==> config.mk <==
export PLATFORM = sky130hd
export DESIGN_NAME = clk_mode_ctrl
export DESIGN_NICKNAME = d
export VERILOG_FILES = /design/src/clk_mode_pkg.sv /design/src/clk_mode_ctrl.sv
export SDC_FILE = /design/constraint.sdc
export NUM_CORES = 1
export LEC_CHECK = 0
export ABC_AREA = 0
export BUFFER_PORTS_ARGS = -buffer_cell sky130_fd_sc_hd__buf_2
export CAP_MARGIN = 20
export CORE_MARGIN = 8
export CORE_UTILIZATION = 55
export CTS_CLUSTER_SIZE = 25
export DETAILED_ROUTE_END_ITERATION = 6
export HOLD_SLACK_MARGIN = 0.1
export PLACE_DENSITY = 0.74
export SLEW_MARGIN = 15
export SYNTH_ARGS = -nofsm -noshare
export SYNTH_HDL_FRONTEND = slang
export SYNTH_SLANG_ARGS = --single-unit
==> constraint.sdc <==
create_clock -name I_REF_CLK -period 3.1 [get_ports I_REF_CLK]
set_input_delay 0.31 -clock I_REF_CLK [delete_from_list [all_inputs] [get_ports I_REF_CLK]]
set_output_delay 0.31 -clock I_REF_CLK [all_outputs]
set_load 0.02 [all_outputs]
==> src/clk_mode_pkg.sv <==
// package for the system clock mode controller: control offsets, reset values, modes, state layout
// assumes a plain strobe register port and one reference clock
package clk_mode_pkg;

  // ****************************************
  // register offsets and fields
  // ****************************************
  localparam logic [3:0] OFS_SYS_ONE   = 4'h0;  // system_control_one: bit0 stop request
  localparam logic [3:0] OFS_SYS_TWO   = 4'h1;  // system_control_two
  localparam logic [3:0] OFS_TBT_CTRL  = 4'h2;  // base_timer_control
  localparam logic [3:0] OFS_IRQ_CTRL  = 4'h3;  // irq enables and latch
  localparam logic [3:0] OFS_STATUS    = 4'h4;  // mode and divider status
  localparam int         BIT_STOP      = 0;
  localparam int         BIT_IDLE      = 0;     // system_control_two fields
  localparam int         BIT_TIMING_GEN_HALT    = 1;
  localparam int         BIT_MAIN_CLOCK_SOURCE_SELECT     = 2;
  localparam int         BIT_XEN       = 3;
  localparam int         BIT_XTEN      = 4;     // low oscillator enable
  localparam int         BIT_BASE_TIMER_ENABLE     = 0;     // base_timer_control fields
  localparam int         BIT_DV7       = 1;
  localparam int         BIT_TBTSEL    = 2;     // 2 bits, tap select
  localparam int         BIT_IMF       = 0;     // irq control fields
  localparam int         BIT_EF6       = 1;
  localparam int         BIT_LATCH     = 2;
  localparam logic [7:0] SYS_TWO_RST   = 8'h08; // high osc on after reset
  localparam int         PRE_STAGES    = 2;
  localparam int         DIV_STAGES    = 21;
  localparam int         STATES_PER_MC = 4;
  localparam logic [15:0] WARMUP_CYC   = 16'h0100;  // stop warm-up length in reference cycles
  localparam int         REF_MHZ       = 125;
  localparam int         LOW_DIV       = REF_MHZ;  // reference cycles per low-clock tick (model)

  // ****************************************
  // operating modes (gray along normal path)
  // ****************************************
  typedef enum logic [3:0] {
    M_NORMAL1 = 4'h0,
    M_IDLE1   = 4'h1,
    M_IDLE0   = 4'h3,
    M_NORMAL2 = 4'h2,
    M_SLOW2   = 4'h6,
    M_SLOW1   = 4'h7,
    M_SLEEP1  = 4'h5,
    M_SLEEP0  = 4'h4,
    M_IDLE2   = 4'hC,
    M_SLEEP2  = 4'hD,
    M_STOP    = 4'hF
  } mode_e;

  typedef struct packed {
    mode_e       mode;
    mode_e       stop_from;
    logic        stop_bit;
    logic [7:0]  sys_two;
    logic [3:0]  tbt_ctrl;
    logic [2:0]  irq_ctrl;
    logic        tbt_en_at_entry;
    logic [PRE_STAGES-1:0] pre;
    logic [DIV_STAGES-1:0] div;
    logic [7:0]  low_cnt;
    logic        low_tick;
    logic [15:0] warm;
    logic        tap_d;
    logic [1:0]  state_cnt;
    logic [3:0]  mc_cnt;
    logic        stop_pin_s1;
    logic        stop_pin_s2;
    logic        irq_s1;
    logic        irq_s2;
    logic [7:0]  rdata;
    logic        cpu_run;
    logic        per_clk_en;
    logic        tbt_clk_en;
    logic        low_port_mode;
    logic        mc_pulse;
  } ctl_s;

endpackage : clk_mode_pkg

==> src/clk_mode_ctrl.sv <==
// system clock mode controller: prescaler, 21-stage divider, machine cycle counters, mode sequencing
// assumes a bus master on i_ref_clk; stop pin and interrupt request arrive asynchronously
//
// Behaviour
// two-stage prescaler then twenty-one stage divider
// prescaler and divider cleared on reset, stop
// stage seven input selected by mode, bits
// slow and sleep feed low clock
// stop warm-up feeds stage six output
// software never sets stage-seven select single-clock
// software sets stage-seven select after low stable
// machine cycle is four states
// instructions take one to ten cycles
// single clock: high osc only, ports free
// reset lands in single-clock normal mode
// idle bit halts cpu, interrupt releases
// release resumes by interrupt master enable
// halt bit gates all but base timer
// base timer source falling edge resumes
// halt entry independent; irq needs three enables
// latch set after halt exit if enabled
// dual clock: low clock in slow, sleep
// dual clock: both osc, ports taken
// software enables low osc at start
// source select moves to slow and back
// clearing high enable enters slow one
//
// The register offsets and strobed register access are this design's own decisions.
`timescale 1ns/100ps
module clk_mode_ctrl
  import clk_mode_pkg::*;
#(
  parameter int LOW_RATIO = LOW_DIV           // reference cycles per low-clock tick
) (
  input  wire logic        I_REF_CLK,
  input  wire logic        I_RESETN,
  input  wire logic [3:0]  i_addr,
  input  wire logic [7:0]  i_wdata,
  input  wire logic        i_wr,
  input  wire logic        i_rd,
  input  wire logic        i_stop_release,  // async stop release pin, high releases
  input  wire logic        i_irq_req,       // async any interrupt request
  input  wire logic [3:0]  i_insn_cycles,   // cycles of current instruction, 1..10
  output logic [7:0]       o_rdata,
  output logic             o_cpu_run,       // cpu clock enable
  output logic             o_periph_clk_en, // peripheral clock enable
  output logic             o_tbt_clk_en,    // base timer clock enable
  output logic             o_low_port_mode, // low osc pins act as ports
  output logic             o_insn_done,     // pulse at end of instruction
  output logic             o_irq_service,   // pending irq taken on release
  output logic             o_dvo            // divider_pulse_output
);
  import clk_mode_pkg::*;

  // ****************************************
  // state registers
  // ****************************************
  ctl_s st_reg;   // all state except svc_reg
  ctl_s st_next;  // next state

  logic       main_tick;   // one main system clock period
  logic       s7_in;       // stage seven input edge
  logic       tap;         // base timer selected source
  logic       tap_fall;    // falling edge of source
  logic       in_slow;     // low clock modes
  logic       dual;        // dual clock selected
  logic       irq_now;     // synchronised irq
  logic [DIV_STAGES-1:0] div_inc; // divider plus one

  assign div_inc = st_reg.div + {{(DIV_STAGES-1){1'b0}}, 1'b1};

  // ****************************************
  // next state logic
  // ****************************************
  always_comb
  begin
    st_next          = st_reg;
    st_next.rdata    = 8'h00;
    st_next.mc_pulse = 1'b0;
    st_next.low_tick = 1'b0;
    // synchronisers, first stage read only by second
    st_next.stop_pin_s1 = i_stop_release;
    st_next.stop_pin_s2 = st_reg.stop_pin_s1;
    st_next.irq_s1      = i_irq_req;
    st_next.irq_s2      = st_reg.irq_s1;
    irq_now = st_reg.irq_s2;
    in_slow = (st_reg.mode == M_SLOW1) || (st_reg.mode == M_SLOW2) ||
              (st_reg.mode == M_SLEEP1) || (st_reg.mode == M_SLEEP2) || (st_reg.mode == M_SLEEP0);
    dual    = st_reg.sys_two[BIT_XTEN];
    // low clock tick divider
    if (st_reg.low_cnt == 8'(LOW_RATIO - 1))
    begin
      st_next.low_cnt  = 8'h00;
      st_next.low_tick = 1'b1;
    end
    else
    begin
      st_next.low_cnt = st_reg.low_cnt + 8'h01;
    end
    // main tick source
    // main clock from low in slow
    main_tick = in_slow ? st_reg.low_tick : 1'b1;
    // prescaler then divider
    if (st_reg.mode != M_STOP && !in_slow)
      st_next.pre = st_reg.pre + 2'(1);
    // stage seven input select
    if (in_slow)
      s7_in = st_reg.low_tick;                        // low clock forced
    else if (st_reg.warm != 16'h0000)
      s7_in = (div_inc[5:0] == 6'h00) && (st_reg.pre == 2'h3); // sixth stage during warm-up
    else if (st_reg.tbt_ctrl[BIT_DV7])
      s7_in = st_reg.low_tick;
    else
      s7_in = (div_inc[5:0] == 6'h00) && (st_reg.pre == 2'h3);
    if (st_reg.mode != M_STOP)
    begin
      if (!in_slow && st_reg.pre == 2'h3)
        st_next.div[5:0] = div_inc[5:0];              // stages one to six stop in slow
      if (s7_in)
        st_next.div[DIV_STAGES-1:6] = st_reg.div[DIV_STAGES-1:6] + 15'(1);
    end
    tap = st_reg.div[6 + 2 * st_reg.tbt_ctrl[BIT_TBTSEL +: 2]];
    st_next.tap_d = tap;
    tap_fall = st_reg.tap_d && !tap;
    // four states per machine cycle
    if (st_reg.cpu_run && main_tick)
    begin
      st_next.state_cnt = st_reg.state_cnt + 2'(1);
      if (st_reg.state_cnt == 2'(STATES_PER_MC - 1))
      begin
        // one to ten machine cycles
        if (st_reg.mc_cnt + 4'h1 >= i_insn_cycles || st_reg.mc_cnt == 4'h9)
        begin
          st_next.mc_cnt   = 4'h0;
          st_next.mc_pulse = 1'b1;
        end
        else
          st_next.mc_cnt = st_reg.mc_cnt + 4'h1;
      end
    end
    if (st_reg.warm != 16'h0000)
      st_next.warm = st_reg.warm - 16'h0001;
    // register writes
    if (i_wr)
    begin
      case (i_addr)
        OFS_SYS_ONE:  st_next.stop_bit = i_wdata[BIT_STOP];
        OFS_SYS_TWO:  st_next.sys_two  = {3'h0, i_wdata[4:0]};
        OFS_TBT_CTRL: st_next.tbt_ctrl = i_wdata[3:0];
        OFS_IRQ_CTRL: st_next.irq_ctrl = i_wdata[2:0];
        default:      ;
      endcase
    end
    // mode sequencing
    case (st_reg.mode)
      M_NORMAL1, M_NORMAL2:
      begin
        if (st_reg.stop_bit)
        begin
          st_next.stop_from = st_reg.mode;
          st_next.mode      = M_STOP;
          // clear on stop entry
          st_next.pre = '0;
          st_next.div = '0;
        end
        else if (st_reg.sys_two[BIT_TIMING_GEN_HALT])
        begin
          // halt gates all but base timer
          st_next.mode = (st_reg.mode == M_NORMAL1) ? M_IDLE0 : M_IDLE0;
          st_next.tbt_en_at_entry = st_reg.tbt_ctrl[BIT_BASE_TIMER_ENABLE]; // entry ignores enable
        end
        else if (st_reg.sys_two[BIT_IDLE])
          st_next.mode = (st_reg.mode == M_NORMAL1) ? M_IDLE1 : M_IDLE2; // idle entry
        else if (dual && st_reg.sys_two[BIT_MAIN_CLOCK_SOURCE_SELECT])
          st_next.mode = M_SLOW2;                     // to slow
        else
          st_next.mode = dual ? M_NORMAL2 : M_NORMAL1;
      end
      M_IDLE1, M_IDLE2, M_SLEEP1, M_SLEEP2:
      begin
        // interrupt releases idle
        if (irq_now)
        begin
          st_next.sys_two[BIT_IDLE] = 1'b0;
          st_next.mode = (st_reg.mode == M_IDLE1) ? M_NORMAL1 :
                         (st_reg.mode == M_IDLE2) ? M_NORMAL2 :
                         (st_reg.mode == M_SLEEP1) ? M_SLOW1 : M_SLOW2;
        end
      end
      M_IDLE0, M_SLEEP0:
      begin
        // resume on source falling edge
        if (tap_fall)
        begin
          st_next.sys_two[BIT_TIMING_GEN_HALT] = 1'b0;
          st_next.mode = (st_reg.mode == M_IDLE0) ? M_NORMAL1 : M_SLOW1;
          // set latch after return
          if (st_reg.tbt_en_at_entry)
            st_next.irq_ctrl[BIT_LATCH] = 1'b1;
        end
      end
      M_SLOW2:
      begin
        if (st_reg.sys_two[BIT_TIMING_GEN_HALT])
        begin
          st_next.mode = M_SLEEP0;
          st_next.tbt_en_at_entry = st_reg.tbt_ctrl[BIT_BASE_TIMER_ENABLE];
        end
        else if (st_reg.sys_two[BIT_IDLE])
          st_next.mode = M_SLEEP2;
        else if (!st_reg.sys_two[BIT_MAIN_CLOCK_SOURCE_SELECT])
          st_next.mode = M_NORMAL2;                   // back to normal two
        else if (!st_reg.sys_two[BIT_XEN])
          st_next.mode = M_SLOW1;                     // high osc off
      end
      M_SLOW1:
      begin
        if (st_reg.sys_two[BIT_TIMING_GEN_HALT])
        begin
          st_next.mode = M_SLEEP0;
          st_next.tbt_en_at_entry = st_reg.tbt_ctrl[BIT_BASE_TIMER_ENABLE];
        end
        else if (st_reg.sys_two[BIT_IDLE])
          st_next.mode = M_SLEEP1;
        else if (st_reg.sys_two[BIT_XEN])
          st_next.mode = M_SLOW2;
      end
      M_STOP:
      begin
        if (st_reg.stop_pin_s2)
        begin
          st_next.stop_bit = 1'b0;
          st_next.mode     = st_reg.stop_from;
          st_next.pre      = '0;                      // clear on stop release
          st_next.div      = '0;
          st_next.warm     = WARMUP_CYC;
        end
      end
      default: st_next.mode = M_NORMAL1;
    endcase
    // reads, one cycle later
    if (i_rd)
    begin
      case (i_addr)
        OFS_SYS_ONE:  st_next.rdata = {7'h00, st_reg.stop_bit};
        OFS_SYS_TWO:  st_next.rdata = st_reg.sys_two;
        OFS_TBT_CTRL: st_next.rdata = {4'h0, st_reg.tbt_ctrl};
        OFS_IRQ_CTRL: st_next.rdata = {5'h00, st_reg.irq_ctrl};
        OFS_STATUS:   st_next.rdata = {st_reg.div[DIV_STAGES-1], 3'h0, st_reg.mode};
        default:      st_next.rdata = 8'h00;
      endcase
    end
    // output enables, cpu held until stop warm-up has run out
    st_next.cpu_run    = ((st_next.mode == M_NORMAL1) || (st_next.mode == M_NORMAL2) ||
                          (st_next.mode == M_SLOW1) || (st_next.mode == M_SLOW2)) && (st_next.warm == 16'h0000);
    st_next.per_clk_en = st_next.cpu_run || (st_next.mode == M_IDLE1) || (st_next.mode == M_IDLE2) ||
                         (st_next.mode == M_SLEEP1) || (st_next.mode == M_SLEEP2);
    st_next.tbt_clk_en = st_next.per_clk_en || (st_next.mode == M_IDLE0) || (st_next.mode == M_SLEEP0);
    // single clock frees low osc pins
    // dual clock takes them
    st_next.low_port_mode = !st_next.sys_two[BIT_XTEN];
  end

  // ****************************************
  // state register
  // ****************************************
  always_ff @(posedge I_REF_CLK or negedge I_RESETN)
  begin
    if (!I_RESETN)
    begin
      // start in single-clock normal
      st_reg               <= '0;
      st_reg.mode          <= M_NORMAL1;
      st_reg.stop_from     <= M_NORMAL1;
      st_reg.sys_two       <= SYS_TWO_RST;
      st_reg.cpu_run       <= 1'b1;
      st_reg.per_clk_en    <= 1'b1;
      st_reg.tbt_clk_en    <= 1'b1;
      st_reg.low_port_mode <= 1'b1;
    end
    else
      st_reg <= st_next;
  end

  // release serviced when master enable set
  // irq needs three enables
  logic svc_reg;
  always_ff @(posedge I_REF_CLK or negedge I_RESETN)
  begin
    if (!I_RESETN)
      svc_reg <= 1'b0;
    else
      svc_reg <= st_reg.irq_ctrl[BIT_IMF] &&
                 ((st_reg.irq_ctrl[BIT_EF6] && st_reg.tbt_ctrl[BIT_BASE_TIMER_ENABLE] && st_reg.irq_ctrl[BIT_LATCH]) ||
                  st_reg.irq_s2);  // pending request taken only with master enable
  end

  assign o_rdata         = st_reg.rdata;
  assign o_cpu_run       = st_reg.cpu_run;
  assign o_periph_clk_en = st_reg.per_clk_en;
  assign o_tbt_clk_en    = st_reg.tbt_clk_en;
  assign o_low_port_mode = st_reg.low_port_mode;
  assign o_insn_done     = st_reg.mc_pulse;
  assign o_irq_service   = svc_reg;
  assign o_dvo           = st_reg.div[DIV_STAGES-1];
endmodule : clk_mode_ctrl

Word-level counts from Yosys, hierarchy flattened
Cells that the tools add are included.
{"block": "totals", "output_inout_bits": 15, "latch_bits": 0, "regBits": 95, "mem_bits_rw": 0, "in_bits": 22, "rom_bits": 0, "memories": 0, "wordCells": 174}
{"block": "op_classes", "div": 0, "mul": 0, "addsub": 8, "eq_ne": 29, "n_mux": 62, "n_shift": 0, "n_lt_le_gt_ge": 2, "n_bitwise": 0, "reduce_logical": 45}
{"op": "two-way mux 16 bit", "count": 4}
{"op": "two-way mux 4 bit", "count": 16}
{"op": "two-way mux 23 bit", "count": 2}
{"op": "case mux 23 bit (2 select lines)", "count": 1}
{"op": "case mux 8 bit (5 select lines)", "count": 1}
{"op": "equality test 4 x 3 -> 1 bit (second input constant)", "count": 9}
{"op": "equality test 4 x 2 -> 1 bit (second input constant)", "count": 6}
{"op": "equality test 4 bit (second input constant)", "count": 6}
{"op": "case mux 4 bit (6 select lines)", "count": 1}
{"op": "two-way mux 1 bit", "count": 22}
{"op": "two-way mux 21 bit", "count": 1}
{"op": "zero test 16 bit", "count": 1}
{"op": "two-way mux 8 bit", "count": 2}
{"op": "nonzero test 16 bit", "count": 1}
{"op": "subtractor 16 x 1 -> 16 bit (second input constant)", "count": 1}
{"op": "adder 15 x 1 -> 15 bit (second input constant)", "count": 1}
{"op": "logical OR 1 bit", "count": 15}
{"op": "two-way mux 15 bit", "count": 1}
{"op": "two-way mux 3 bit", "count": 5}
{"op": "equality test 4 x 1 -> 1 bit (second input constant)", "count": 3}
{"op": "zero test 4 bit", "count": 3}
{"op": "AND reduction 2 bit", "count": 6}
{"op": "logical AND 1 bit", "count": 10}
{"op": "adder 8 x 1 -> 8 bit (second input constant)", "count": 1}
{"op": "other kinds (20)", "count": 27}

Longest topological paths before layout
Gate-level depths: netlist (run 1).
{"block": "depth", "ltp_word": 18, "mapped_depth": 10, "mapped_depth_nobuf": 10}

Worst setup path after synthesis (run 1)
Ideal clock, no wire load.
{"block": "synth_timing", "kind": "register to register", "startpoint": "reg st_reg[78] in the netlist's numbering", "endpoint": "reg st_reg, in the netlist o_tbt_clk_en", "t_required_ns": 3.015, "period_less_slack_ns": 2.421, "t_arrival_ns": 2.336, "setup_time_ns": 0.085, "n_path_buf": 0, "setup_slack_ns": 0.679, "path_stages_with_launch": 10, "path_cell_list": "dfrtp_1 > inv_1 > ha_1 > mux4_2 > mux2i_1 > mux2i_1 > nand2_1 > or3b_1 > nand4b_1 > nand3_1"}
{"element": "start, declared", "line": "clk_mode_ctrl.sv:58", "source": "ctl_s st_reg;"}
{"element": "start signal, assigned", "line": "clk_mode_ctrl.sv:282", "source": "st_reg <= st_next;"}

==> results of run 1 <==
-- worst paths after layout --
path / startpoint / end / slack (ns) / cells after the start
max reg2reg: st_reg[78] / o_tbt_clk_en / 0.29 / 9
max: st_reg[78] / o_tbt_clk_en / 0.29 / 9
min reg2reg: st_next[15] / st_reg[15] / 0.38 / 0
max in group asynchronous: I_RESETN / st_reg[83] / 1.87 / 3
min: i_rd / o_rdata[4] / 0.22 / 2
min in group asynchronous: I_RESETN / st_reg[20] / 0.52 / 2
-- report_power, final --
group / switching (mW) / total, mW / internal [mW]
registers: 0.359 / 1.86 / 1.50
clock network: 0.411 / 0.889 / 0.478
logic: 0.916 / 1.61 / 0.690
-- logic make-up after synthesis --
logic type / Yosys count / synth area share [%]
AND/OR/NAND/NOR: 209 / 23.20
AO/OA/AOI/OAI: 98 / 13.04
flip-flops: 93 / 45.63
buffers and inverters: 45 / 4.355
XOR/XNOR: 25 / 4.282
multiplexers: 24 / 5.554
adder cells (fa/ha/maj): 16 / 3.866
other: 1 / 0.07333
-- critical path, stage by stage (launching register included) --
cell and delay (ns):
dfrtp_1 0.39, inv_1 0.09, ha_1 0.34, mux4_2 0.50
mux2i_1 0.33, mux2i_1 0.28, nand2_1 0.12, or3b_1 0.42
nand4b_1 0.16, nand3_1 0.11
-- synthesized netlist by cell type (6+ instances only) --
| cell | n | area [sq um] |
|---|---|---|
| nor2b_1 | 10 | 62.56 |
| nor3_1 | 8 | 40.04 |
| nand4_1 | 8 | 50.05 |
| or3_1 | 17 | 106.4 |
| ha_1 | 15 | 187.7 |
| nand3_1 | 19 | 95.09 |
| nand2_1 | 35 | 131.4 |
| inv_1 | 23 | 86.33 |
| dfrtp_1 | 88 | 2202 |
| a21oi_1 | 22 | 110.1 |
| o21ai_1 | 9 | 45.04 |
| xor2_1 | 18 | 157.7 |
| buf_4 | 9 | 67.56 |
| xnor2_1 | 7 | 61.31 |
| mux2i_1 | 10 | 100.1 |
| clkbuf_1 | 6 | 22.52 |
| mux2_2 | 11 | 123.9 |
| o21ai_0 | 18 | 90.09 |
| and3_1 | 11 | 68.82 |
| nor2_1 | 53 | 198.9 |
-- what timing repair did --
item / 4_1_cts / 5_1_grt
hold buffers: 4 / 0
hold endpoints to repair: 49 / 0
resized for setup: 0 / 0
-- metrics by stage --
| step | cells | worst slack, ns |
|---|---|---|
| after floorplan | 512 | 0.6792 |
| after global placement | 639 | 0.4551 |
| after detailed placement | 639 | 0.3178 |
| after CTS | 659 | 0.2879 |
| after global routing | 659 | 0.1092 |
| final | 659 | 0.2927 |
-- placed cells by master (no fill, tap or decap), types with 9 or more instances in the layout --
cell,count
nor2_1,53
or3_1,17
clkbuf_8,10
a21oi_1,22
nand2_1,35
o21ai_0,18
and3_1,11
o21ai_1,9
ha_1,15
dfrtp_1,88
mux2_2,11
xor2_1,18
nand3_1,19
inv_1,23
buf_2,30
nor2b_1,10
mux2i_1,10
-- layout make-up --
cell class	count	area [sq um]	area share (%)
clock inverter	5	81.33	1.451
inverter	23	86.33	1.540
timing repair buffer	42	262.8	4.687
multi-input combinational	374	2561	45.69
sequential	93	2333	41.63
clock buffer	11	141.4	2.522
tap	111	138.9	2.478
-- metal layers --
layer	global-route usage [%]	vias up
met5	0	-
met4	8.453	0
met3	2.684	17
met2	29.19	92
met1	21.99	1933
li1	-	1908
==> flow_metrics.env, run 1 <==
export IMPL_first_pass_iters=5
export IMPL_cts_tree="built"
export IMPL_design_area_sq_um=5605
export IMPL_nets=580
export IMPL_status="finished clean"
export IMPL_power_density_nw_per_um2=777.4
export IMPL_syn_to_final_growth_pct=9.616
export IMPL_drtIter0Drc=313
export IMPL_drive_gt1_share_pct=15.88
export IMPL_die_h_um=112.4
export IMPL_via_count=3950
export IMPL_async_flop_share_pct=100.0
export IMPL_ys_seq_elements=93
export IMPL_grt_ovfl_total=0
export IMPL_largest_reg_flops=76
export IMPL_worstSetupEndpointType="flop"
export IMPL_grt_pass1_wl_mm=18.28
export IMPL_worstHoldPathType="primary input to flop"
export IMPL_met3_length_um=394
export IMPL_place_gp_congestion=0.9177
export IMPL_relSlewSlack_pct=50.35
export IMPL_ys_types=77
export IMPL_ys_seq_area_share_pct=45.63
export IMPL_via_per_inst=5.994
export IMPL_path_max_fanout=3
export IMPL_die_x_um=112.4
export IMPL_syn_inst=511
export IMPL_tightest_slew_ns=0.7432
export IMPL_wl_per_cell_um=16.27
export IMPL_finalCritPeriodShare_pct=90.56
export IMPL_worstPathRequired_ns=3.37
export IMPL_p_leak_nw=2.612
export IMPL_antenna_found_initial=0
export IMPL_min_period_ns=2.807
export IMPL_io_pins=37
export IMPL_nFillCells=773
export IMPL_power_mw=4.358
export IMPL_path_clk_slew_ns=0.09
export IMPL_clock_sinks=93
export IMPL_tns_ns=0
export IMPL_skew_ns=0.01664
export IMPL_num_rows=35
export IMPL_finalMaxSlewViolations=0
export IMPL_place_area_sq_um=5343
export IMPL_dr_wl_met2_mm=5.456
export IMPL_postRouteAntennaNets=0
export IMPL_drc_errors=0
export IMPL_routed_wl_mm=10.72
export IMPL_synth_edf_count=0
export IMPL_hpwlAfterDp_mm=7.826
export IMPL_critPathArrivalTime_ns=3.08
export IMPL_worstSkewPairLatency_ns=0.35
export IMPL_port_buffers=31
export IMPL_setup_violations=0
export IMPL_rsz0062_at_grt="false"
export IMPL_h_tree_depth=3
export IMPL_postCtsSetupBuffers=0
export IMPL_grt_pass1_vias=3932
export IMPL_hold_viol=0
export IMPL_grt_usage_pct=17.57
export IMPL_numCtsBuffers=9
export IMPL_dieArea_sq_um=12640
export IMPL_cp_start_kind="flop"
export IMPL_yosys_warnings=0
export IMPL_ys_flop_type="dfrtp_1"
export IMPL_diodes=0
export IMPL_core_sq_um=9153
export IMPL_cap_violations=0
export IMPL_syn_area_per_cell_sq_um=10.01
export IMPL_clk_path_buf_depth=2
export IMPL_topRoutingLayerUsed="met4"
export IMPL_fmax_mhz=356.2
export IMPL_start_util_pct=55.87
export IMPL_grt_max_degree=51
export IMPL_synth_area_sq_um=5114
export IMPL_post_route_util_pct=61.24
export IMPL_vdd_drop_max_v=0.0003694
export IMPL_criticalPathCategory="flop to flop"
export IMPL_whs_ns=0.2177
export IMPL_clock_root_buffer="clkbuf_8"
export IMPL_wl_met1_mm=4.695
Power figures use the tool's default switching activity.
==> run 2, diff against run 1 <==
Settings changed: PLACE_DENSITY 0.74 to 0.84.
==> run 2 against run 1 <==
Effect of this change:
- core utilization down 0.38 points
- sequential share of layout area grew 0.26 points
- highest routed layer unchanged
- sequential cell count stayed put
- cell count unchanged
- first-iteration DRC count is 7.3% lower
- largest power group unchanged
- clock-buffer cell count fell by 2
- worst setup slack improved by 0.038 ns
- critical endpoint unchanged
- final area decreased by 0.63%
==> flow_metrics.env, run 2 (synthesized netlist as in run 1, its figures left out) <==
export IMPL_largest_reg_flops=76
export IMPL_antenna_found_initial=0
export IMPL_crit_chain="inv_1 > ha_1 > nor2b_1 > nand2_1 > o311ai_0 > o311a_1 > nor4b_2 > nand4b_1 > nand3_1"
export IMPL_power_mw=4.293
export IMPL_status="finished clean"
export IMPL_swShare_pct=40.20
export IMPL_postRouteAntennaNets=0
export IMPL_drive_gt1_share_pct=16.06
export IMPL_grt_pass1_vias=4097
export IMPL_start_util_pct=55.87
export IMPL_finalCritPeriodShare_pct=89.34
export IMPL_setup_violations=0
export IMPL_comb_power_share_pct=37.6
export IMPL_path_max_fanout=5
export IMPL_dieArea_sq_um=12640
export IMPL_place_area_sq_um=5330
export IMPL_critPathSlowestCell="o311ai_0"
export IMPL_clk_path_buf_depth=2
export IMPL_worstSkewPairLatency_ns=0.37
export IMPL_worstSetupEndpointType="flop"
export IMPL_grt_max_degree=92
export IMPL_hold_viol=0
export IMPL_relSlewSlack_pct=45.33
export IMPL_layout_commonest_cell="dfrtp_1"
export IMPL_grt_usage_pct=17.74
export IMPL_via_per_inst=6.027
export IMPL_grt_pass1_wl_mm=18.53
export IMPL_power_density_nw_per_um2=770.7
export IMPL_skew_ns=0.01739
export IMPL_tightest_slew_ns=0.8201
export IMPL_rsz0062_at_grt="false"
export IMPL_vdd_drop_max_v=0.0002997
export IMPL_drc_errors=0
export IMPL_min_period_ns=2.770
export IMPL_core_sq_um=9153
export IMPL_clock_sinks=93
export IMPL_io_pins=37
export IMPL_seqPwrFrac_pct=43.4
export IMPL_critical_path_top_delay_family="simple AND/OR/NAND/NOR gates"
export IMPL_clock_root_buffer="clkbuf_8"
export IMPL_hpwlAfterDp_mm=7.785
export IMPL_cp_num_cells=9
export IMPL_numCtsBuffers=9
export IMPL_place_gp_congestion=0.9197
export IMPL_crit_buf_inv=1
export IMPL_first_pass_iters=5
export IMPL_p_switching_mw=1.726
export IMPL_nets=580
export IMPL_syn_to_final_growth_pct=8.931
export IMPL_via_count=3972
export IMPL_ff2ff_path_depth=9
export IMPL_cap_violations=0
export IMPL_port_buffers=31
export IMPL_worstHoldPathType="primary input to flop"
export IMPL_tns_ns=0
export IMPL_design_area_sq_um=5570
export IMPL_layout_common_cells="dfrtp_1, nor2_1, nand2_1"
export IMPL_drtIter0Drc=290
export IMPL_slowest_delay_ns=0.54
export IMPL_cts_tree="built"
export IMPL_hold_path_depth=2
export IMPL_h_tree_depth=3
export IMPL_pwr_share_clk_pct=19.0
export IMPL_worstPathRequired_ns=3.40
export IMPL_routed_wl_mm=10.86
export IMPL_num_rows=35
export IMPL_cp_start_kind="flop"
export IMPL_p_leak_nw=2.594
export IMPL_p_int_mw=2.567
export IMPL_die_x_um=112.4
export IMPL_finalMaxSlewViolations=0
export IMPL_criticalPathCategory="flop to flop"
export IMPL_die_h_um=112.4
export IMPL_path_clk_slew_ns=0.10
export IMPL_fmax_mhz=361.1
export IMPL_postCtsSetupBuffers=0
export IMPL_diodes=0
export IMPL_critPathArrivalTime_ns=3.07
export IMPL_grt_ovfl_total=0
export IMPL_wl_per_cell_um=16.48
run 2: power groups by stage:
stage	Combinational, mW	Clock (mW)	Sequential (mW)
final	1.61	0.816	1.86
after CTS	1.61	0.840	1.85
after floorplan	1.30	0	1.77
after global placement	1.52	0	1.86
after global routing	1.82	0.880	1.91
after detailed placement	1.59	0	1.88
run 2: final timing paths:
path                                  start  slack [ns]      endpoint
worst max-delay path             st_reg[24]        0.33  o_tbt_clk_en
worst min-delay path             i_wdata[1]        0.21    st_reg[74]
worst max register to register   st_reg[24]        0.33  o_tbt_clk_en
worst min register to register  st_next[15]        0.36    st_reg[15]
max in group asynchronous          I_RESETN        1.91    st_reg[28]
min in group asynchronous          I_RESETN        0.56   o_insn_done
run 2: metal layers:
layer	vias up	part of all wire, %	global-route usage (%)
met2	107	52	30.59
met3	21	4.3	2.738
li1	1905	-	-
met1	1939	42	20.99
met4	0	2.4	9.173
met5	-	0	0
run 2: stage by stage:
stage          utilization [%]  std cells  setup slack, ns  hold WS, ns
3_5_place_dp             58.24        639           0.3450       0.3387
5_1_grt                  60.86        659          0.08453       0.2053
3_3_place_gp             58.24        639           0.4832       0.3394
4_1_cts                  60.71        658           0.3141       0.1928
2_1_floorplan                -        512           0.6792      0.01441
6_report                 60.86        659           0.3304       0.2073
run 2: repair_timing:
action / in CTS / in global routing
hold endpoints to repair: 3 / 44
hold buffers: 3 / 1
resized for setup: 0 / 0
run 2: area by class of cell:
cell class                      instances  area, sq um
Fill cell                             752         3582
Multi-Input combinational cell        374         2561
Sequential cell                        93         2333
Timing Repair Buffer                   42        254.0
Tap cell                              111        138.9
Clock buffer                            9        123.9
Inverter                               23        86.33
Clock inverter                          7        72.57
run 2: worst reg2reg max path, stage by stage (launching register included):
cell and delay (ns):
dfrtp_1 0.42, inv_1 0.12, ha_1 0.24, nor2b_1 0.31
nand2_1 0.20, o311ai_0 0.54, o311a_1 0.26, nor4b_2 0.26
nand4b_1 0.20, nand3_1 0.16
